<file path="src/serial_port_pkg.sv">
// Constants shared by the serial port buffer and flag logic.
package serial_port_pkg;

  // ----------------------------------------------------------------
  // Register map
  // ----------------------------------------------------------------
  localparam int ADDR_W = 4;
  localparam logic [3:0] OFS_DATA = 4'h0;
  localparam logic [3:0] OFS_CSA = 4'h4;
  localparam logic [3:0] OFS_CSB = 4'h8;
  localparam logic [3:0] OFS_CSC = 4'hC;

  // ----------------------------------------------------------------
  // Field positions
  // ----------------------------------------------------------------
  localparam int CSA_RXDONE = 7;
  localparam int CSA_TXDONE = 6;
  localparam int CSA_TXEMPTY = 5;
  localparam int CSA_FERR = 4;
  localparam int CSA_OVR = 3;
  localparam int CSA_PERR = 2;
  localparam int CSB_RXIE = 7;
  localparam int CSB_TXCIE = 6;
  localparam int CSB_TXEIE = 5;
  localparam int CSB_RXON = 4;
  localparam int CSB_TXON = 3;
  localparam int CSB_CSZ2 = 2;
  localparam int CSB_RX9 = 1;
  localparam int CSB_TX9 = 0;
  localparam int CSC_SYNC = 6;
  localparam int CSC_PEN = 5;
  localparam int CSC_PODD = 4;
  localparam int CSC_STOP2 = 3;
  localparam int CSC_CSZ_HI = 2;
  localparam int CSC_CSZ_LO = 1;
  localparam logic [7:0] CSB_WMASK = 8'hFD;
  localparam logic [7:0] CSC_WMASK = 8'h7E;

  // ----------------------------------------------------------------
  // Reset values and sizes
  // ----------------------------------------------------------------
  localparam logic [7:0] CSB_RESET = 8'h00;
  localparam logic [7:0] CSC_RESET = 8'h06;
  localparam int RX_DEPTH = 2;
  localparam int ENT_W = 12;
  localparam int ENT_OVR = 11;
  localparam int ENT_PERR = 10;
  localparam int ENT_FERR = 9;
  localparam int FRAME_W = 13;

  function automatic logic [3:0] data_bits(input logic [2:0] cs);
    case (cs)
      3'h0: data_bits = 4'h5;
      3'h1: data_bits = 4'h6;
      3'h2: data_bits = 4'h7;
      3'h7: data_bits = 4'h9;
      default: data_bits = 4'h8;
    endcase
  endfunction

endpackage

</file>
<file path="src/serial_port_buffer_flags.sv">
// Buffering, flags and register access of the serial port.
//
// Contract
// - Buffer-empty flag is high exactly while the transmit buffer is empty.
// - Buffer-empty request stays up while enabled, flag set, global enable.
// - Writing the data location clears the buffer-empty flag.
// - Transmit-complete sets when the frame is out and buffer is empty.
// - Transmit-complete clears on service or on a written one.
// - Transmit-complete request follows the flag when enabled, with global enable.
// - With parity enabled a parity bit precedes the first stop bit.
// - Transmitter disable waits for empty shifter and buffer, frees pin.
// - Receiver enable claims the serial input pin.
// - Synchronous mode receives on the external clock pin.
// - Receiver shifts bits up to the first stop bit, ignores second.
// - A complete frame moves to the receive buffer at the stop bit.
// - Unused high data bits read as zero for short characters.
// - Ninth bit and error flags travel with each frame; read advances.
// - Receive-complete flag is high exactly while unread data is held.
// - Receiver disable flushes the buffer and drops receive-complete.
// - Receive-complete request stays up while flag, enable, global.
// - Buffered character loads when shifter idle or frame finished.
// - Parity is the data exclusive-or, inverted for odd parity.
// - Two-frame buffer; overrun when full, one waiting, new start.
//
// Chosen here: the APB interface to the registers and the register addresses.
`timescale 1ns/1ps
module serial_port_buffer_flags (
  input wire logic clk_sys,
  input wire logic rst_n,
  input wire logic psel,
  input wire logic penable,
  input wire logic pwrite,
  input wire logic [serial_port_pkg::ADDR_W-1:0] paddr,
  input wire logic [31:0] pwdata,
  output logic [31:0] prdata,
  output logic pready,
  output logic pslverr,
  input wire logic bit_tick_tx,
  input wire logic bit_tick_rx,
  input wire logic global_irq_enable,
  input wire logic tx_complete_irq_ack,
  input wire logic serial_in_pin,
  input wire logic sync_clock_pin,
  output logic serial_out_pin_o,
  output logic serial_out_pin_oe,
  output logic serial_in_claimed,
  output logic irq_tx_empty,
  output logic irq_tx_complete,
  output logic irq_rx_complete
);

  // ----------------------------------------------------------------
  // State
  // ----------------------------------------------------------------
  typedef logic [serial_port_pkg::ENT_W-1:0] entry_t;

  typedef struct packed {
    logic [1:0] rxd_sync;
    logic [2:0] xck_sync;
    logic [7:0] csb;
    logic [7:0] csc;
    logic [8:0] tx_buf;
    logic tx_full;
    logic tx_active;
    logic tx_done;
    entry_t [serial_port_pkg::RX_DEPTH-1:0] fifo;
    logic rd_ptr;
    logic [1:0] count;
    entry_t pend;
    logic pend_v;
    logic ovr;
    logic [31:0] rdata;
  } state_s;

  localparam state_s STATE_RESET = '{
    rxd_sync: 2'h3,
    csb: serial_port_pkg::CSB_RESET,
    csc: serial_port_pkg::CSC_RESET,
    default: '0
  };

  state_s s_q;
  state_s s_d;
  logic setup_rd;
  logic acc_wr;
  logic acc_rd;
  logic mapped;
  logic pop;
  logic room;
  logic push_v;
  logic sync_mode;
  logic tx_tick;
  logic rx_tick;
  logic tx_busy;
  logic tx_done_p;
  logic tx_line;
  logic tx_load;
  logic rx_on;
  logic rx_start;
  logic rx_valid;
  logic rx_ferr;
  logic rx_perr;
  logic rx_has;
  logic [8:0] rx_data;
  logic [3:0] nbits;
  logic [1:0] cnt;
  logic ptr;
  entry_t head;
  entry_t rx_ent;
  entry_t push_e;
  logic [7:0] csa_val;
  logic [7:0] csb_val;

  // ----------------------------------------------------------------
  // Decoding and pin control
  // ----------------------------------------------------------------
  assign nbits = serial_port_pkg::data_bits({
    s_q.csb[serial_port_pkg::CSB_CSZ2],
    s_q.csc[serial_port_pkg::CSC_CSZ_HI:serial_port_pkg::CSC_CSZ_LO]});
  assign sync_mode = s_q.csc[serial_port_pkg::CSC_SYNC];
  assign tx_tick = sync_mode ? (!s_q.xck_sync[1] && s_q.xck_sync[2])
                             : bit_tick_tx;
  assign rx_tick = sync_mode ? (s_q.xck_sync[1] && !s_q.xck_sync[2])
                             : bit_tick_rx;
  assign rx_on = s_q.csb[serial_port_pkg::CSB_RXON];
  assign serial_in_claimed = rx_on;
  assign serial_out_pin_oe = s_q.tx_active;
  assign serial_out_pin_o = tx_line;
  assign tx_load = s_q.tx_full && s_q.tx_active && !tx_busy;
  assign rx_has = s_q.count != 2'h0;
  assign head = s_q.fifo[s_q.rd_ptr];
  assign rx_ent = {s_q.ovr, rx_perr, rx_ferr, rx_data};

  assign setup_rd = psel && !penable && !pwrite;
  assign acc_wr = psel && penable && pwrite;
  assign acc_rd = psel && penable && !pwrite;
  assign mapped = paddr == serial_port_pkg::OFS_DATA
               || paddr == serial_port_pkg::OFS_CSA
               || paddr == serial_port_pkg::OFS_CSB
               || paddr == serial_port_pkg::OFS_CSC;
  assign pready = 1'h1;
  assign pslverr = psel && penable && !mapped;
  assign prdata = s_q.rdata;
  assign pop = acc_rd && paddr == serial_port_pkg::OFS_DATA && rx_has;

  assign csa_val = {rx_has, s_q.tx_done, !s_q.tx_full,
                    head[serial_port_pkg::ENT_FERR] && rx_has,
                    head[serial_port_pkg::ENT_OVR] && rx_has,
                    head[serial_port_pkg::ENT_PERR] && rx_has,
                    2'h0};
  assign csb_val = {s_q.csb[7:2], head[8] && rx_has,
                    s_q.csb[serial_port_pkg::CSB_TX9]};

  assign irq_tx_empty = global_irq_enable && !s_q.tx_full
    && s_q.csb[serial_port_pkg::CSB_TXEIE];
  assign irq_tx_complete = global_irq_enable && s_q.tx_done
    && s_q.csb[serial_port_pkg::CSB_TXCIE];
  assign irq_rx_complete = global_irq_enable && rx_has
    && s_q.csb[serial_port_pkg::CSB_RXIE];

  // ----------------------------------------------------------------
  // Shift registers
  // ----------------------------------------------------------------
  serial_tx_shifter u_tx (
    .clk_sys(clk_sys),
    .rst_n(rst_n),
    .tick(tx_tick),
    .load(tx_load),
    .data(s_q.tx_buf),
    .nbits(nbits),
    .par_en(s_q.csc[serial_port_pkg::CSC_PEN]),
    .par_odd(s_q.csc[serial_port_pkg::CSC_PODD]),
    .two_stop(s_q.csc[serial_port_pkg::CSC_STOP2]),
    .busy(tx_busy),
    .done(tx_done_p),
    .line(tx_line)
  );

  serial_rx_shifter u_rx (
    .clk_sys(clk_sys),
    .rst_n(rst_n),
    .enable(rx_on),
    .tick(rx_tick),
    .line(s_q.rxd_sync[1]),
    .nbits(nbits),
    .par_en(s_q.csc[serial_port_pkg::CSC_PEN]),
    .par_odd(s_q.csc[serial_port_pkg::CSC_PODD]),
    .start_seen(rx_start),
    .valid(rx_valid),
    .data(rx_data),
    .ferr(rx_ferr),
    .perr(rx_perr)
  );

  // ----------------------------------------------------------------
  // Next state
  // ----------------------------------------------------------------
  always_comb begin
    s_d = s_q;
    s_d.rxd_sync = {s_q.rxd_sync[0], serial_in_pin};
    s_d.xck_sync = {s_q.xck_sync[1:0], sync_clock_pin};
    cnt = s_q.count;
    ptr = s_q.rd_ptr;
    push_v = 1'h0;
    push_e = rx_ent;
    if (setup_rd) begin
      case (paddr)
        serial_port_pkg::OFS_DATA: s_d.rdata = {24'h000000, head[7:0]};
        serial_port_pkg::OFS_CSA: s_d.rdata = {24'h000000, csa_val};
        serial_port_pkg::OFS_CSB: s_d.rdata = {24'h000000, csb_val};
        serial_port_pkg::OFS_CSC: s_d.rdata = {24'h000000, s_q.csc};
        default: s_d.rdata = 32'h00000000;
      endcase
    end
    if (acc_wr && paddr == serial_port_pkg::OFS_CSB) begin
      s_d.csb = pwdata[7:0] & serial_port_pkg::CSB_WMASK;
    end
    if (acc_wr && paddr == serial_port_pkg::OFS_CSC) begin
      s_d.csc = pwdata[7:0] & serial_port_pkg::CSC_WMASK;
    end
    // Transmit side.
    if (tx_load) begin
      s_d.tx_full = 1'h0;
    end
    if (acc_wr && paddr == serial_port_pkg::OFS_DATA) begin
      s_d.tx_buf = {s_q.csb[serial_port_pkg::CSB_TX9], pwdata[7:0]};
      s_d.tx_full = 1'h1;
    end
    s_d.tx_active = s_q.csb[serial_port_pkg::CSB_TXON]
      || (s_q.tx_active && (tx_busy || s_q.tx_full));
    if (tx_complete_irq_ack || (acc_wr && paddr == serial_port_pkg::OFS_CSA
        && pwdata[serial_port_pkg::CSA_TXDONE])) begin
      s_d.tx_done = 1'h0;
    end
    if (tx_done_p && !s_q.tx_full) begin
      s_d.tx_done = 1'h1;
    end
    // Receive side.
    if (pop) begin
      ptr = !s_q.rd_ptr;
      cnt = s_q.count - 2'h1;
    end
    room = cnt < 2'(serial_port_pkg::RX_DEPTH);
    if (s_q.pend_v && room) begin
      push_v = 1'h1;
      push_e = s_q.pend;
      s_d.pend_v = rx_valid;
      s_d.pend = rx_ent;
    end else if (rx_valid && room) begin
      push_v = 1'h1;
    end else if (rx_valid) begin
      s_d.pend_v = 1'h1;
      s_d.pend = rx_ent;
    end
    if (rx_valid) begin
      s_d.ovr = 1'h0;
    end
    if (rx_start && s_q.pend_v && !room) begin
      s_d.pend_v = 1'h0;
      s_d.ovr = 1'h1;
    end
    if (push_v) begin
      s_d.fifo[1'(ptr + cnt)] = push_e;
      cnt = cnt + 2'h1;
    end
    s_d.count = cnt;
    s_d.rd_ptr = ptr;
    if (!rx_on) begin
      s_d.count = 2'h0;
      s_d.pend_v = 1'h0;
      s_d.ovr = 1'h0;
    end
  end

  always_ff @(posedge clk_sys or negedge rst_n) begin
    if (!rst_n) begin
      s_q <= STATE_RESET;
    end else begin
      s_q <= s_d;
    end
  end

  // ----------------------------------------------------------------
  // Checks
  // ----------------------------------------------------------------
  chk_data_write_empty: assert property (
    @(posedge clk_sys) disable iff (!rst_n)
    acc_wr && paddr == serial_port_pkg::OFS_DATA
    |=> !csa_val[serial_port_pkg::CSA_TXEMPTY] && !irq_tx_empty)
    else $error("Data write did not clear buffer empty.");

  chk_empty_irq_level: assert property (
    @(posedge clk_sys) disable iff (!rst_n)
    global_irq_enable && !s_q.tx_full
    && s_q.csb[serial_port_pkg::CSB_TXEIE] |-> irq_tx_empty)
    else $error("Buffer empty request missing.");

  chk_tx_done_set: assert property (
    @(posedge clk_sys) disable iff (!rst_n)
    tx_done_p && !s_q.tx_full |=> s_q.tx_done)
    else $error("Transmit complete not set.");

  chk_tx_done_ack: assert property (
    @(posedge clk_sys) disable iff (!rst_n)
    tx_complete_irq_ack && !tx_done_p |=> !s_q.tx_done)
    else $error("Transmit complete not cleared on service.");

  chk_tx_done_irq: assert property (
    @(posedge clk_sys) disable iff (!rst_n)
    $rose(s_q.tx_done) && global_irq_enable
    && s_q.csb[serial_port_pkg::CSB_TXCIE] |-> irq_tx_complete)
    else $error("Transmit complete request missing.");

  chk_tx_release: assert property (
    @(posedge clk_sys) disable iff (!rst_n)
    !s_q.csb[serial_port_pkg::CSB_TXON] && !tx_busy && !s_q.tx_full
    |=> !serial_out_pin_oe)
    else $error("Output pin not released.");

  chk_tx_hold_pin: assert property (
    @(posedge clk_sys) disable iff (!rst_n)
    s_q.tx_active && tx_busy |=> serial_out_pin_oe)
    else $error("Output pin released mid frame.");

  chk_rx_flush: assert property (
    @(posedge clk_sys) disable iff (!rst_n)
    !rx_on |=> s_q.count == 2'h0 && !irq_rx_complete)
    else $error("Receive buffer not flushed.");

  chk_rx_arrival: assert property (
    @(posedge clk_sys) disable iff (!rst_n)
    rx_on && rx_valid && s_q.count == 2'h0 && !s_q.pend_v
    |=> s_q.count == 2'h1 ##0 csa_val[serial_port_pkg::CSA_RXDONE])
    else $error("Received frame not buffered.");

  chk_rx_irq: assert property (
    @(posedge clk_sys) disable iff (!rst_n)
    irq_rx_complete |-> s_q.count != 2'h0 && global_irq_enable)
    else $error("Receive request without data.");

  chk_overrun_mark: assert property (
    @(posedge clk_sys) disable iff (!rst_n)
    rx_on && rx_start && s_q.pend_v && s_q.count == 2'h2 && !pop
    |=> s_q.ovr && !s_q.pend_v)
    else $error("Overrun not flagged.");

endmodule

</file>
<file path="src/serial_rx_shifter.sv">
// Receive shift register that gathers one frame and checks it.
`timescale 1ns/1ps
module serial_rx_shifter (
  input wire logic clk_sys,
  input wire logic rst_n,
  input wire logic enable,
  input wire logic tick,
  input wire logic line,
  input wire logic [3:0] nbits,
  input wire logic par_en,
  input wire logic par_odd,
  output logic start_seen,
  output logic valid,
  output logic [8:0] data,
  output logic ferr,
  output logic perr
);

  typedef enum logic [1:0] {
    RX_IDLE = 2'b00,
    RX_DATA = 2'b01,
    RX_PAR = 2'b10,
    RX_STOP = 2'b11
  } rx_state_e;

  typedef struct packed {
    rx_state_e st;
    logic [3:0] idx;
    logic [8:0] data;
    logic par;
    logic valid;
    logic ferr;
    logic perr;
  } state_s;

  state_s s_q;
  state_s s_d;

  assign valid = s_q.valid;
  assign data = s_q.data;
  assign ferr = s_q.ferr;
  assign perr = s_q.perr;

  always_comb begin
    s_d = s_q;
    s_d.valid = 1'h0;
    start_seen = 1'h0;
    if (!enable) begin
      s_d.st = RX_IDLE;
    end else if (tick) begin
      case (s_q.st)
        RX_IDLE: begin
          if (!line) begin
            s_d.st = RX_DATA;
            s_d.idx = 4'h0;
            s_d.data = 9'h000;
            start_seen = 1'h1;
          end
        end
        RX_DATA: begin
          s_d.data[s_q.idx] = line;
          s_d.idx = s_q.idx + 4'h1;
          if (s_q.idx + 4'h1 == nbits) begin
            s_d.st = par_en ? RX_PAR : RX_STOP;
          end
        end
        RX_PAR: begin
          s_d.par = line;
          s_d.st = RX_STOP;
        end
        RX_STOP: begin
          s_d.ferr = !line;
          s_d.perr = par_en && (s_q.par != (par_odd ^ (^s_q.data)));
          s_d.valid = 1'h1;
          s_d.st = RX_IDLE;
        end
        default: s_d.st = RX_IDLE;
      endcase
    end
  end

  always_ff @(posedge clk_sys or negedge rst_n) begin
    if (!rst_n) begin
      s_q <= '0;
    end else begin
      s_q <= s_d;
    end
  end

endmodule

</file>
<file path="src/serial_tx_shifter.sv">
// Transmit shift register that frames and sends one character.
`timescale 1ns/1ps
module serial_tx_shifter #(
  parameter int FRAME_W = serial_port_pkg::FRAME_W
) (
  input wire logic clk_sys,
  input wire logic rst_n,
  input wire logic tick,
  input wire logic load,
  input wire logic [8:0] data,
  input wire logic [3:0] nbits,
  input wire logic par_en,
  input wire logic par_odd,
  input wire logic two_stop,
  output logic busy,
  output logic done,
  output logic line
);

  if (FRAME_W < 13) begin : g_chk
    $error("Frame register too narrow.");
  end

  typedef struct packed {
    logic [FRAME_W-1:0] sh;
    logic [3:0] cnt;
    logic line;
  } state_s;

  state_s s_q;
  state_s s_d;
  logic [FRAME_W-1:0] frame;
  logic par;

  assign busy = s_q.cnt != 4'h0;
  assign done = tick && s_q.cnt == 4'h1;
  assign line = s_q.line;

  always_comb begin
    s_d = s_q;
    frame = '1;
    frame[0] = 1'h0;
    par = par_odd;
    for (int i = 0; i < 9; i++) begin
      if (4'(i) < nbits) begin
        frame[i + 1] = data[i];
        par = par ^ data[i];
      end
    end
    if (par_en) begin
      frame[nbits + 4'h1] = par;
    end
    if (load) begin
      s_d.sh = frame >> 1;
      s_d.line = 1'h0;
      s_d.cnt = nbits + 4'h2 + {3'h0, par_en} + {3'h0, two_stop};
    end else if (tick && busy) begin
      s_d.cnt = s_q.cnt - 4'h1;
      s_d.line = (s_q.cnt == 4'h1) ? 1'h1 : s_q.sh[0];
      s_d.sh = {1'h1, s_q.sh[FRAME_W-1:1]};
    end
  end

  always_ff @(posedge clk_sys or negedge rst_n) begin
    if (!rst_n) begin
      s_q <= '{sh: '1, cnt: 4'h0, line: 1'h1};
    end else begin
      s_q <= s_d;
    end
  end

endmodule

</file>
<file path="config.mk">
export PLATFORM = sky130hd
export DESIGN_NAME = serial_port_buffer_flags
export DESIGN_NICKNAME = d
export VERILOG_FILES = /design/src/serial_port_pkg.sv /design/src/serial_port_buffer_flags.sv /design/src/serial_rx_shifter.sv /design/src/serial_tx_shifter.sv
export SDC_FILE = /design/constraint.sdc
export NUM_CORES = 1
export LEC_CHECK = 0
export BUFFER_PORTS_ARGS = -buffer_cell sky130_fd_sc_hd__buf_2
export CORE_MARGIN = 10
export CORE_UTILIZATION = 54
export CTS_BUF_LIST = sky130_fd_sc_hd__clkbuf_4 sky130_fd_sc_hd__clkbuf_8
export DETAILED_ROUTE_END_ITERATION = 8
export HOLD_SLACK_MARGIN = 0.15
export PLACE_DENSITY = 0.86
export SYNTH_ARGS = -nofsm -noshare
export SYNTH_HDL_FRONTEND = slang
export SYNTH_SLANG_ARGS = --single-unit
</file>
<file path="constraint.sdc">
create_clock -name clk_sys -period 2.6 [get_ports clk_sys]
set_input_delay 0.52 -clock clk_sys [delete_from_list [all_inputs] [get_ports clk_sys]]
set_output_delay 0.52 -clock clk_sys [all_outputs]
set_load 0.005 [all_outputs]
</file>
======== Word level (Yosys, flattened, before mapping) ========
Index checks and enable logic that the tools add are counted.
word-level totals
  bits in registers ....................... 140
  input port bits ......................... 47
  output and inout port bits .............. 40
  logic and storage cells ................. 222
cells by class
  add/subtract/negate cells ............... 9
  order comparisons ....................... 17
  equality and inequality tests ........... 20
  multiplexer cells ....................... 68
  bitwise logic cells ..................... 10
  reductions and logical operators ........ 72
operator list
  kind                                                        count
  two-way mux 13 bit                                          4
  two-way mux 12 bit                                          4
  logical AND 1 bit                                           39
  two-way mux 1 bit                                           37
  two-way mux 18 bit                                          2
  case mux 8 bit (4 select lines)                             1
  case mux 13 bit (2 select lines)                            1
  bitwise mux 24 bit                                          1
  two-way mux 19 bit                                          1
  less-than comparator 3 x 4 -> 1 bit, first input constant   4
  case mux 4 bit (4 select lines)                             1
  two-way mux 15 bit                                          1
  two-way mux 2 bit                                           7
  bitwise mux 13 bit                                          1
  demux 12 bit (select 1 bit)                                 1
  nonzero test 2 bit                                          6
  zero test 1 bit                                             10
  less-than comparator 4 x 5 -> 1 bit, second input constant  2
  bitwise XOR 1 bit                                           10
  bitwise mux 9 bit                                           1
  AND reduction 3 bit                                         3
  parity 9 bit                                                1
  adder 4 x 1 -> 4 bit                                        2
  adder 4 x 1 -> 4 bit, second input constant                 2
  other kinds (39)                                            54

======== Depth between registers and ports, before layout ========
Gate-level depths: netlist of the first run.
  depth in word-level cells ............... 23
  depth in mapped cells ................... 10
  mapped depth without buffers ............ 8

======== Modules after synthesis ========
From an unflattened synthesis of the first run, not the netlist that was laid out.
second synthesis, totals
  cells, all modules ...................... 701
  area, all modules ....................... 7,111.8 um^2
modules (own cells, without submodules)
  module                    instances  cells each  area an instance (um^2)  sequential area each (um^2)
  serial_port_buffer_flags  1          395         4,331.7                  1,981.9
  serial_tx_shifter         1          158         1,458.9                  467.9
  serial_rx_shifter         1          148         1,321.3                  475.5

======== Least setup slack after synthesis of the first run ========
Ideal clock, no wire load.
  path kind ............................... input port to flip-flop
  start point ............................. input paddr[1] (netlist bit)
  end point ............................... register s_q[64] (netlist bit)
  library setup time ...................... 0.078 ns
  arrival time ............................ 2.801 ns
  setup slack ............................. -0.279 ns
  cell stages on the path ................. 8
  path buffers ............................ 2
  cell sequence ........................... or4_4 > or4_4 > buf_6 > mux2i_4 > nor3b_1 > clkbuf_1 > nor2_1 > a21oi_1
between the ends
  cells in the longest elaborated chain, start to end .. 10
  elaborated cells between the ends (all ways) .. 18
  those cells by class .................... add/sub: 1; order compare: 3; mux: 8; reduce/logical: 6
ends and longest elaborated chain
  what                                                                                                                   RTL line                         source
  start, declared                                                                                                        serial_port_buffer_flags.sv:33   input wire logic [serial_port_pkg::ADDR_W-1:0] paddr,
  zero test 4 bit (*)                                                                                                    serial_port_buffer_flags.sv:144  assign pop = acc_rd && paddr == serial_port_pkg::OFS_DATA && rx_has;
  logical AND 1 bit (*) (2 in a row)                                                                                     serial_port_buffer_flags.sv:144
  two-way mux 1 bit / two-way mux 2 bit (equally long branches)                                                          serial_port_buffer_flags.sv:239  if (pop) begin
  adder 1 bit                                                                                                            serial_port_buffer_flags.sv:263  s_d.fifo[1'(ptr + cnt)] = push_e;
  less-than comparator 1 x 2 -> 1 bit (not written as such) / greater-or-equal comparator 1 bit (equally long branches)  serial_port_buffer_flags.sv:263
  logical AND 1 bit (not written as such)                                                                                serial_port_buffer_flags.sv:263
  two-way mux 12 bit (not written as such)                                                                               serial_port_buffer_flags.sv:263
  demux 12 bit (select 1 bit)                                                                                            serial_port_buffer_flags.sv:263
  bitwise mux 24 bit                                                                                                     serial_port_buffer_flags.sv:263
  end signal, assigned                                                                                                   serial_port_buffer_flags.sv:277  s_q <= STATE_RESET;
  end signal, assigned                                                                                                   serial_port_buffer_flags.sv:279  s_q <= s_d;
  end, declared                                                                                                          serial_port_buffer_flags.sv:82   state_s s_q;
Every way passes the cells marked *; elsewhere a longest branch is shown, timed or not.
A chain may end at the register's enable or synchronous reset.

======== Worst setup path after layout of the first run ========
  start point ............................. register s_q[46] (netlist bit)
  end point ............................... register s_q[34] (netlist bit)
between the ends
  cells in the longest elaborated chain, start to end .. 7
  elaborated cells between the ends (all ways) .. 11
  those cells by class .................... add/sub: 1; order compare: 1; eq/ne: 1; mux: 2; reduce/logical: 6
ends and longest elaborated chain
  what                                                                  RTL line                                                          source
  branches (longest 2 deep; another with subtractor 2 x 1 -> 2 bit)     --
  two-way mux 2 bit (*)                                                 serial_port_buffer_flags.sv:239
  less-than comparator 2 bit (*)                                        serial_port_buffer_flags.sv:243                                   room = cnt < 2'(serial_port_pkg::RX_DEPTH);
  logical AND 1 bit, on equally long branches                           serial_port_buffer_flags.sv:244, serial_port_buffer_flags.sv:249
  != test 2 bit (no line) / nonzero test 2 bit (equally long branches)  --
  AND reduction 2 bit (no line)                                         --
Every way passes the cells marked *.

==> results of run 1 <==
-- logic make-up (layout without fill, tap and decap cells) --
logic type	Yosys count	count (layout)	synth area share, %
DFF	116	116	47.10
muxes	67	67	12.35
buffers and inverters	83	106	7.494
other	2	25	0.1209
adders and majority gates	15	15	3.143
and+or+nand+nor	159	159	12.15
AOI/OAI and AO/OA	133	133	13.62
xor gates and xnor gates	27	27	4.029
-- power by group through the flow --
| stage | logic, mW | registers, mW | clock network, mW |
|---|---|---|---|
| floorplan | 0.654 | 2.21 | 0 |
| global placement | 0.800 | 2.26 | 0 |
| detailed placement | 0.853 | 2.28 | 0 |
| CTS | 0.872 | 2.25 | 1.95 |
| global route | 0.973 | 2.28 | 2.04 |
| finish | 0.875 | 2.26 | 1.93 |
-- registers in the layout (all words and copies together) (netlist names), 3 cells and up --
register,flops
u_rx.s_q,7
u_tx.s_q,17
prdata,8
csb_val,6
s_q,58
u_rx.data,9
s_d,3
-- layout make-up --
class / count / area (µm²) / area share [%]
multi-input combinational: 426 / 2920 / 42.02
inverter: 17 / 63.81 / 0.9183
sequential: 116 / 2925 / 42.10
clock inverter: 10 / 177.7 / 2.557
tap: 143 / 178.9 / 2.575
timing repair buffer: 58 / 400.4 / 5.762
clock buffer: 21 / 282.8 / 4.069
-- cell usage in the layout (no fill, tap or decap), types with 4 or more instances in the layout --
cell type	instances
nand2_1	52
dfrtp_1	98
bufinv_16	5
nor3_1	8
inv_1	17
a211oi_1	6
a22oi_1	5
o21ai_0	29
xnor2_1	18
buf_12	4
conb_1	25
a21oi_1	41
a31oi_1	6
buf_4	16
o31ai_1	4
and2_1	4
and3_1	5
nor2_1	50
buf_2	36
dfstp_2	18
ha_1	14
nor2b_1	6
a22o_1	10
nand2b_1	6
clkinv_2	4
clkbuf_8	20
a21o_1	13
nand4_1	4
mux2_2	27
mux2i_1	29
mux2_4	10
nand3_1	5
xor2_1	8
-- final timing paths --
path	cells after the start	slack [ns]	from	to
min in group asynchronous	2	0.57	rst_n	s_q[78]
setup reg to reg	7	0.11	s_q[46]	s_q[34]
setup / recovery	7	0.11	s_q[46]	s_q[34]
max in group asynchronous	3	1.28	rst_n	prdata[7]
hold reg to reg	0	0.36	s_d[102]	s_d[103]
hold / removal	1	0.18	sync_clock_pin	s_d[102]
-- layer usage --
metal | track usage, % | up-vias | routed length (µm)
met4 | 6.832 | 2 | 291
met2 | 27.13 | 184 | 6637
li1 | - | 2110 | -
met1 | 21.60 | 2251 | 5805
met5 | 0 | - | 13
met3 | 6.824 | 36 | 1187
-- worst max-delay path: stages, from the launching register on --
cell and delay, ns:
dfrtp_1 0.36, inv_1 0.07, ha_1 0.26, or4_4 0.57, mux2i_4 0.21, or2_1 0.31, nand2_4 0.22, mux2_2 0.37
-- what timing repair did --
item | CTS | global route
hold buffers | 2 | 0
endpoints found under the hold margin | 20 | 0
resized for setup | 0 | 0
==> metrics.md, run 1 <==
| Metric | Value |
|---|---|
| Outcome | `complete, no violations` |
| Hold Vio Cnt, Final | `0` |
| Die X | `127.2 µm` |
| DRT iter0 DRCs | `557` |
| Residual DRC count | `0` |
| Vias per cell | `5.794` |
| IO buf count | `37` |
| Final Cycle Share | `95.93%` |
| Total GRT Usage | `17.52%` |
| # diodes | `0` |
| Slew headroom | `36.73%` |
| Share of layout cells above drive strength 1 | `23.15%` |
| Max H-tree Level | `4` |
| Worst-Skew Late Latency | `0.45 ns` |
| CP arrival | `2.83 ns` |
| Total number of vias | `4583` |
| DP Wirelength | `10.01 mm` |
| Clk root buf | `clkbuf_8` |
| CP Max Fanout | `12` |
| Primary FF master, synth | `dfrtp_1` |
| Yosys reg bits | `116` |
| First-pass GRT wire length | `23.03 mm` |
| Number of library cell types mapped by synthesis | `58` |
| Clk pwr share | `38.1%` |
| Crit Path Class | `register to register` |
| Combinational share of power | `17.3%` |
| Synth top area cells | `dfrtp_1 39%, dfstp_2 7.6%, mux2_2 4.9%` |
| Area Growth Syn to Fin | `11.89%` |
| Register area share after synthesis | `47.10%` |
| EDFF count, synth | `0` |
| Leakage power | `3.289 nW` |
| Die Y-Extent | `127.2 µm` |
| Sequential power share | `44.6%` |
| Hold WS | `0.1785 ns` |
| Largest net degree at the start of global routing | `54` |
| Post-Place Cells | `758` |
| Average wire per cell in the routed design | `17.62 µm` |
| Placed Area | `6469 µm²` |
| Cells after synthesis | `602` |
| Switching power | `1.395 mW` |
| Pwr/cell area | `729.4 nW/µm²` |
| Core area | `11320 µm²` |
| # nets final | `698` |
| Grt ovf | `0` |
| Share of the synthesized area in the top cell type | `39.48%` |
| Synthesized area | `6211 µm²` |
| CTS tree | `done` |
| DRT Wirelength | `13.94 mm` |
| Async SR Flop Fraction | `100.0%` |
| Layout Utilization | `61.38%` |
| Row count | `39` |
| Die area | `16190 µm²` |
| CTS Buf Count | `17` |
| Worst setup SP type | `register` |
| Leading area contributor after synthesis | `dfrtp_1` |
| DR pass1 iterations | `5` |
| Maximum clock rate | `0.4009 GHz` |
| Most common cell in the netlist | `dfrtp_1` |
| CTS max path bufs | `2` |
| Worst Max-Slew Pin Slew | `0.9449 ns` |
| Clk_skew | `0.009974 ns` |
| Max cap viols | `0` |
| Nature of the critical path endpoint | `register` |
| Finished Layout Cells | `791` |
| RSZ-0062 raised after global routing | `no` |
| Vias in the first global route | `4649` |
| Initial Util | `54.86%` |
| Sum of negative setup slack | `0 ns` |
| Clock Pin Slew Worst Setup and Hold Paths | `0.07 ns` |
| YS warnings | `0` |
| I/O pin total | `87` |
| Post-route cell area | `6949 µm²` |
| Layout fillers | `851` |
| Pwr Total | `5.069 mW` |
| Antenna violations before repair | `1` |
| Place WS | `-0.3244 ns` |
| Sw frac | `27.51%` |
| Slew Viols, Final | `0` |
| WP data required | `2.93 ns` |
| Placer congestion estimate | `0.8662` |
| Post-Syn Area per Cell | `10.32 µm²` |
| # setup viols final | `0` |
| Antenna viol nets, final | `0` |
| Hold crit path type | `input pin to register` |
| Internal power | `3.674 mW` |
| Most instantiated cells after synthesis | `98 x dfrtp_1, 52 x nand2_1, 50 x nor2_1, 42 x a21oi_1, 33 x buf_4` |
| Post CTS Setup Buffer Count | `0` |
| Setup WS post-layout | `0.1059 ns` |
| CTS Sinks | `116` |
| Peak supply drop | `0.5199 mV` |
| Minimum clock period after layout | `2.494 ns` |
Power figures use the tool's default switching activity.
==> run 2, diff against run 1 <==
Settings changed: ABC_AREA set to 1, CORE_ASPECT_RATIO set to 0.8, PLACE_DENSITY 0.86 to 0.85, SLEW_MARGIN set to 10.
==> run 2 against run 1 <==
Effect of this change: sequential power increased by 5%; clock skew increased by 0.0012 ns; flip-flop and latch count unchanged; clock-buffer cell count decreased by 2; setup slack improved by 0.17 ns; register-to-register slack improved by 0.17 ns.
==> metrics.md, run 2 <==
| Metric | Value |
|---|---|
| Antenna violations before repair | `0 (was 1)` |
| Peak supply drop | `0.3493 mV (was 0.5199 mV)` |
| Pwr/cell area | `798.5 nW/µm² (was 729.4 nW/µm²)` |
| # diodes | `0 (unchanged)` |
| # setup viols final | `0 (unchanged)` |
| Die Y-Extent | `118.3 µm (was 127.2 µm)` |
| Biggest register | `s_q (unchanged)` |
| Maximum clock rate | `0.4294 GHz (was 0.4009 GHz)` |
| Share of the synthesized area in the top cell type | `37.61% (was 39.48%)` |
| CP arrival | `2.67 ns (was 2.83 ns)` |
| Most common cell in the netlist | `nand2_1 (was dfrtp_1)` |
| Slew Viols, Final | `0 (unchanged)` |
| Post CTS Setup Buffer Count | `0 (unchanged)` |
| Share of layout cells above drive strength 1 | `21.22% (was 23.15%)` |
| Minimum clock period after layout | `2.329 ns (was 2.494 ns)` |
| Hold crit path type | `input pin to register (unchanged)` |
| Clk_skew | `0.01119 ns (was 0.009974 ns)` |
| CP Max Fanout | `7 (was 12)` |
| Vias in the first global route | `4894 (was 4649)` |
| Most instantiated cells after synthesis | `174 x nand2_1, 98 x dfrtp_1, 91 x inv_1, 58 x nor2_1, 52 x o21ai_0 (was 98 x dfrtp_1, 52 x nand2_1, 50 x nor2_1, 42 x a21oi_1, 33 x buf_4)` |
| CTS Buf Count | `17 (unchanged)` |
| # nets final | `869 (was 698)` |
| IO buf count | `37 (unchanged)` |
| Worst setup SP type | `register (unchanged)` |
| RSZ-0062 raised after global routing | `no (unchanged)` |
| Primary FF master, synth | `dfrtp_1 (unchanged)` |
| Yosys reg bits | `116 (unchanged)` |
| Post-CTS Resized | `0 (unchanged)` |
| Grt ovf | `0 (unchanged)` |
| Leakage power | `3.442 nW (was 3.289 nW)` |
| Min-delay src | `sync_clock_pin (unchanged)` |
| Cells after synthesis | `774 (was 602)` |
| Placer congestion estimate | `0.9037 (was 0.8662)` |
| Residual DRC count | `0 (unchanged)` |
| Leading area contributor after synthesis | `dfrtp_1 (unchanged)` |
| Area Growth Syn to Fin | `8.845% (was 11.89%)` |
| Number of library cell types mapped by synthesis | `48 (was 58)` |
| YS warnings | `0 (unchanged)` |
| Placed Area | `6640 µm² (was 6469 µm²)` |
| Die area | `16900 µm² (was 16190 µm²)` |
| Most frequent cells in the layout | `174 x nand2_1, 98 x dfrtp_1, 91 x inv_1 (was 98 x dfrtp_1, 52 x nand2_1, 50 x nor2_1)` |
| Row count | `35 (was 39)` |
| Initial Util | `55.98% (was 54.86%)` |
| Async SR Flop Fraction | `100.0% (unchanged)` |
| Sum of negative setup slack | `0 ns (unchanged)` |
| EDFF count, synth | `0 (unchanged)` |
| Hold Vio Cnt, Final | `0 (unchanged)` |
| Largest net degree at the start of global routing | `77 (was 54)` |
| Outcome | `complete, no violations (unchanged)` |
| Hold WS | `0.1732 ns (was 0.1785 ns)` |
| WP data required | `2.94 ns (was 2.93 ns)` |
| Average wire per cell in the routed design | `14.85 µm (was 17.62 µm)` |
| Commonest non-fill, non-tap cell in the layout | `nand2_1 (was dfrtp_1)` |
| Post-route cell area | `7098 µm² (was 6949 µm²)` |
| Post-Syn Area per Cell | `8.425 µm² (was 10.32 µm²)` |
| CTS max path bufs | `2 (unchanged)` |
| First-pass GRT wire length | `23.90 mm (was 23.03 mm)` |
| Worst Max-Slew Pin Slew | `0.7522 ns (was 0.9449 ns)` |
| Max H-tree Level | `4 (unchanged)` |
| DRT Wirelength | `14.37 mm (was 13.94 mm)` |
| Max cap viols | `0 (unchanged)` |
| Final Cycle Share | `89.58% (was 95.93%)` |
| Synthesized area | `6521 µm² (was 6211 µm²)` |
| I/O pin total | `87 (unchanged)` |
| Nature of the critical path endpoint | `register (unchanged)` |
| Worst R2R Start | `s_q[87] (was s_q[46])` |
| DRT iter0 DRCs | `433 (was 557)` |
| Worst-Skew Late Latency | `0.45 ns (about the same)` |
| Register area share after synthesis | `44.86% (was 47.10%)` |
| DP Wirelength | `10.45 mm (was 10.01 mm)` |
| Largest register FFs | `58 (unchanged)` |
| CTS Sinks | `116 (unchanged)` |
| CTS tree | `done (unchanged)` |
| Antenna viol nets, final | `0 (unchanged)` |
| Core area | `11650 µm² (was 11320 µm²)` |
| Slew headroom | `49.85% (was 36.73%)` |
| DR pass1 iterations | `5 (unchanged)` |
| Clk root buf | `clkbuf_8 (unchanged)` |
| Crit Path Class | `register to register (unchanged)` |
| Synth top area cells | `dfrtp_1 38%, nand2_1 10%, dfstp_2 7.3% (was dfrtp_1 39%, dfstp_2 7.6%, mux2_2 4.9%)` |
| Die X | `142.9 µm (was 127.2 µm)` |
| Total number of vias | `5147 (was 4583)` |
| Vias per cell | `5.317 (was 5.794)` |
| Total GRT Usage | `17.33% (was 17.52%)` |
| Worst Setup SP | `s_q[87] (was s_q[46])` |
| Clock Pin Slew Worst Setup and Hold Paths | `0.07 ns (about the same)` |
run 2: cell types whose count changed after synthesis, sizes merged, moves of 18 or more:
cell and delta:
nor2 +25, o21ai +37, inv +75, mux2 -29, nand3 +30, nand2 +128
clkbuf -18, mux2i -28
run 2: cells by family (layout without fill, tap and decap cells):
family                   count (synthesis)  in the layout  share of synthesized area, %
buffers and inverters                  149            172                         11.78
other                                    2             25                        0.1152
AND/OR/NAND/NOR                        310            310                         21.14
XOR/XNOR                                12             12                         1.727
AO/OA/AOI/OAI                          160            160                         15.69
multiplexers                            10             10                         1.688
adder cells (fa/ha/maj)                 15             15                         2.993
flip-flops                             116            116                         44.86
run 2: final timing paths:
check | endpoint | slack, ns | cells after the start
setup / recovery | u_tx.s_q[3] | 0.27 | 10
hold / removal | s_d[102] | 0.17 | 1
setup reg to reg | u_tx.s_q[3] | 0.27 | 10
hold reg to reg | s_d[103] | 0.36 | 0
max in group asynchronous | s_q[87] | 1.40 | 3
min in group asynchronous | s_d[103] | 0.49 | 2
run 2: what timing repair did:
| action | in CTS | in global routing |
|---|---|---|
| endpoints found under the setup margin | 0 | 0 |
| endpoints found under the hold margin | 18 | 1 |
| hold buffers | 1 | 1 |
run 2: critical path, stage by stage (launching register included):
cell,delay (ns)
dfstp_2,0.60
nand2_1,0.12
nor2_1,0.17
inv_1,0.10
nand2_1,0.19
inv_1,0.08
fa_1,0.39
ha_1,0.20
xor2_1,0.16
o211ai_1,0.16
nand2_1,0.06
run 2: metrics by stage:
step                utilization (%)  setup WS [ns]  cells  power [mW]
finish                        60.93         0.2710    968       5.668
global route                  60.93         0.1339    968       6.027
CTS                           60.85         0.2963    967       5.678
detailed placement            57.00         0.3061    934       3.817
global placement              57.00         0.3545    934       3.759
floorplan                         -         0.5502    797       3.450
run 2: area by class of cell:
| type | instances | area [µm²] |
|---|---|---|
| fill | 990 | 4551 |
| sequential | 116 | 2925 |
| multi-input combinational | 532 | 2914 |
| inverter | 92 | 347.8 |
| timing repair buffer | 48 | 287.8 |
| clock buffer | 19 | 255.2 |
| tap | 148 | 185.2 |
| clock inverter | 13 | 182.7 |
run 2: routing by layer:
metal | wire length, µm | GRT usage [%] | up-vias | part of all wire [%]
met5 | 0 | 0 | - | 0
met4 | 193 | 5.212 | 0 | 1.3
met3 | 1060 | 5.802 | 20 | 7.4
met2 | 6240 | 24.88 | 175 | 43
met1 | 6877 | 24.14 | 2434 | 48
li1 | - | - | 2518 | -
run 2: power by group:
part / internal (mW) / leakage [nW] / switching [mW]
combinational: 0.527 / 1.78 / 0.931
clock: 1.08 / 0.211 / 0.765
sequential: 2.14 / 1.45 / 0.225
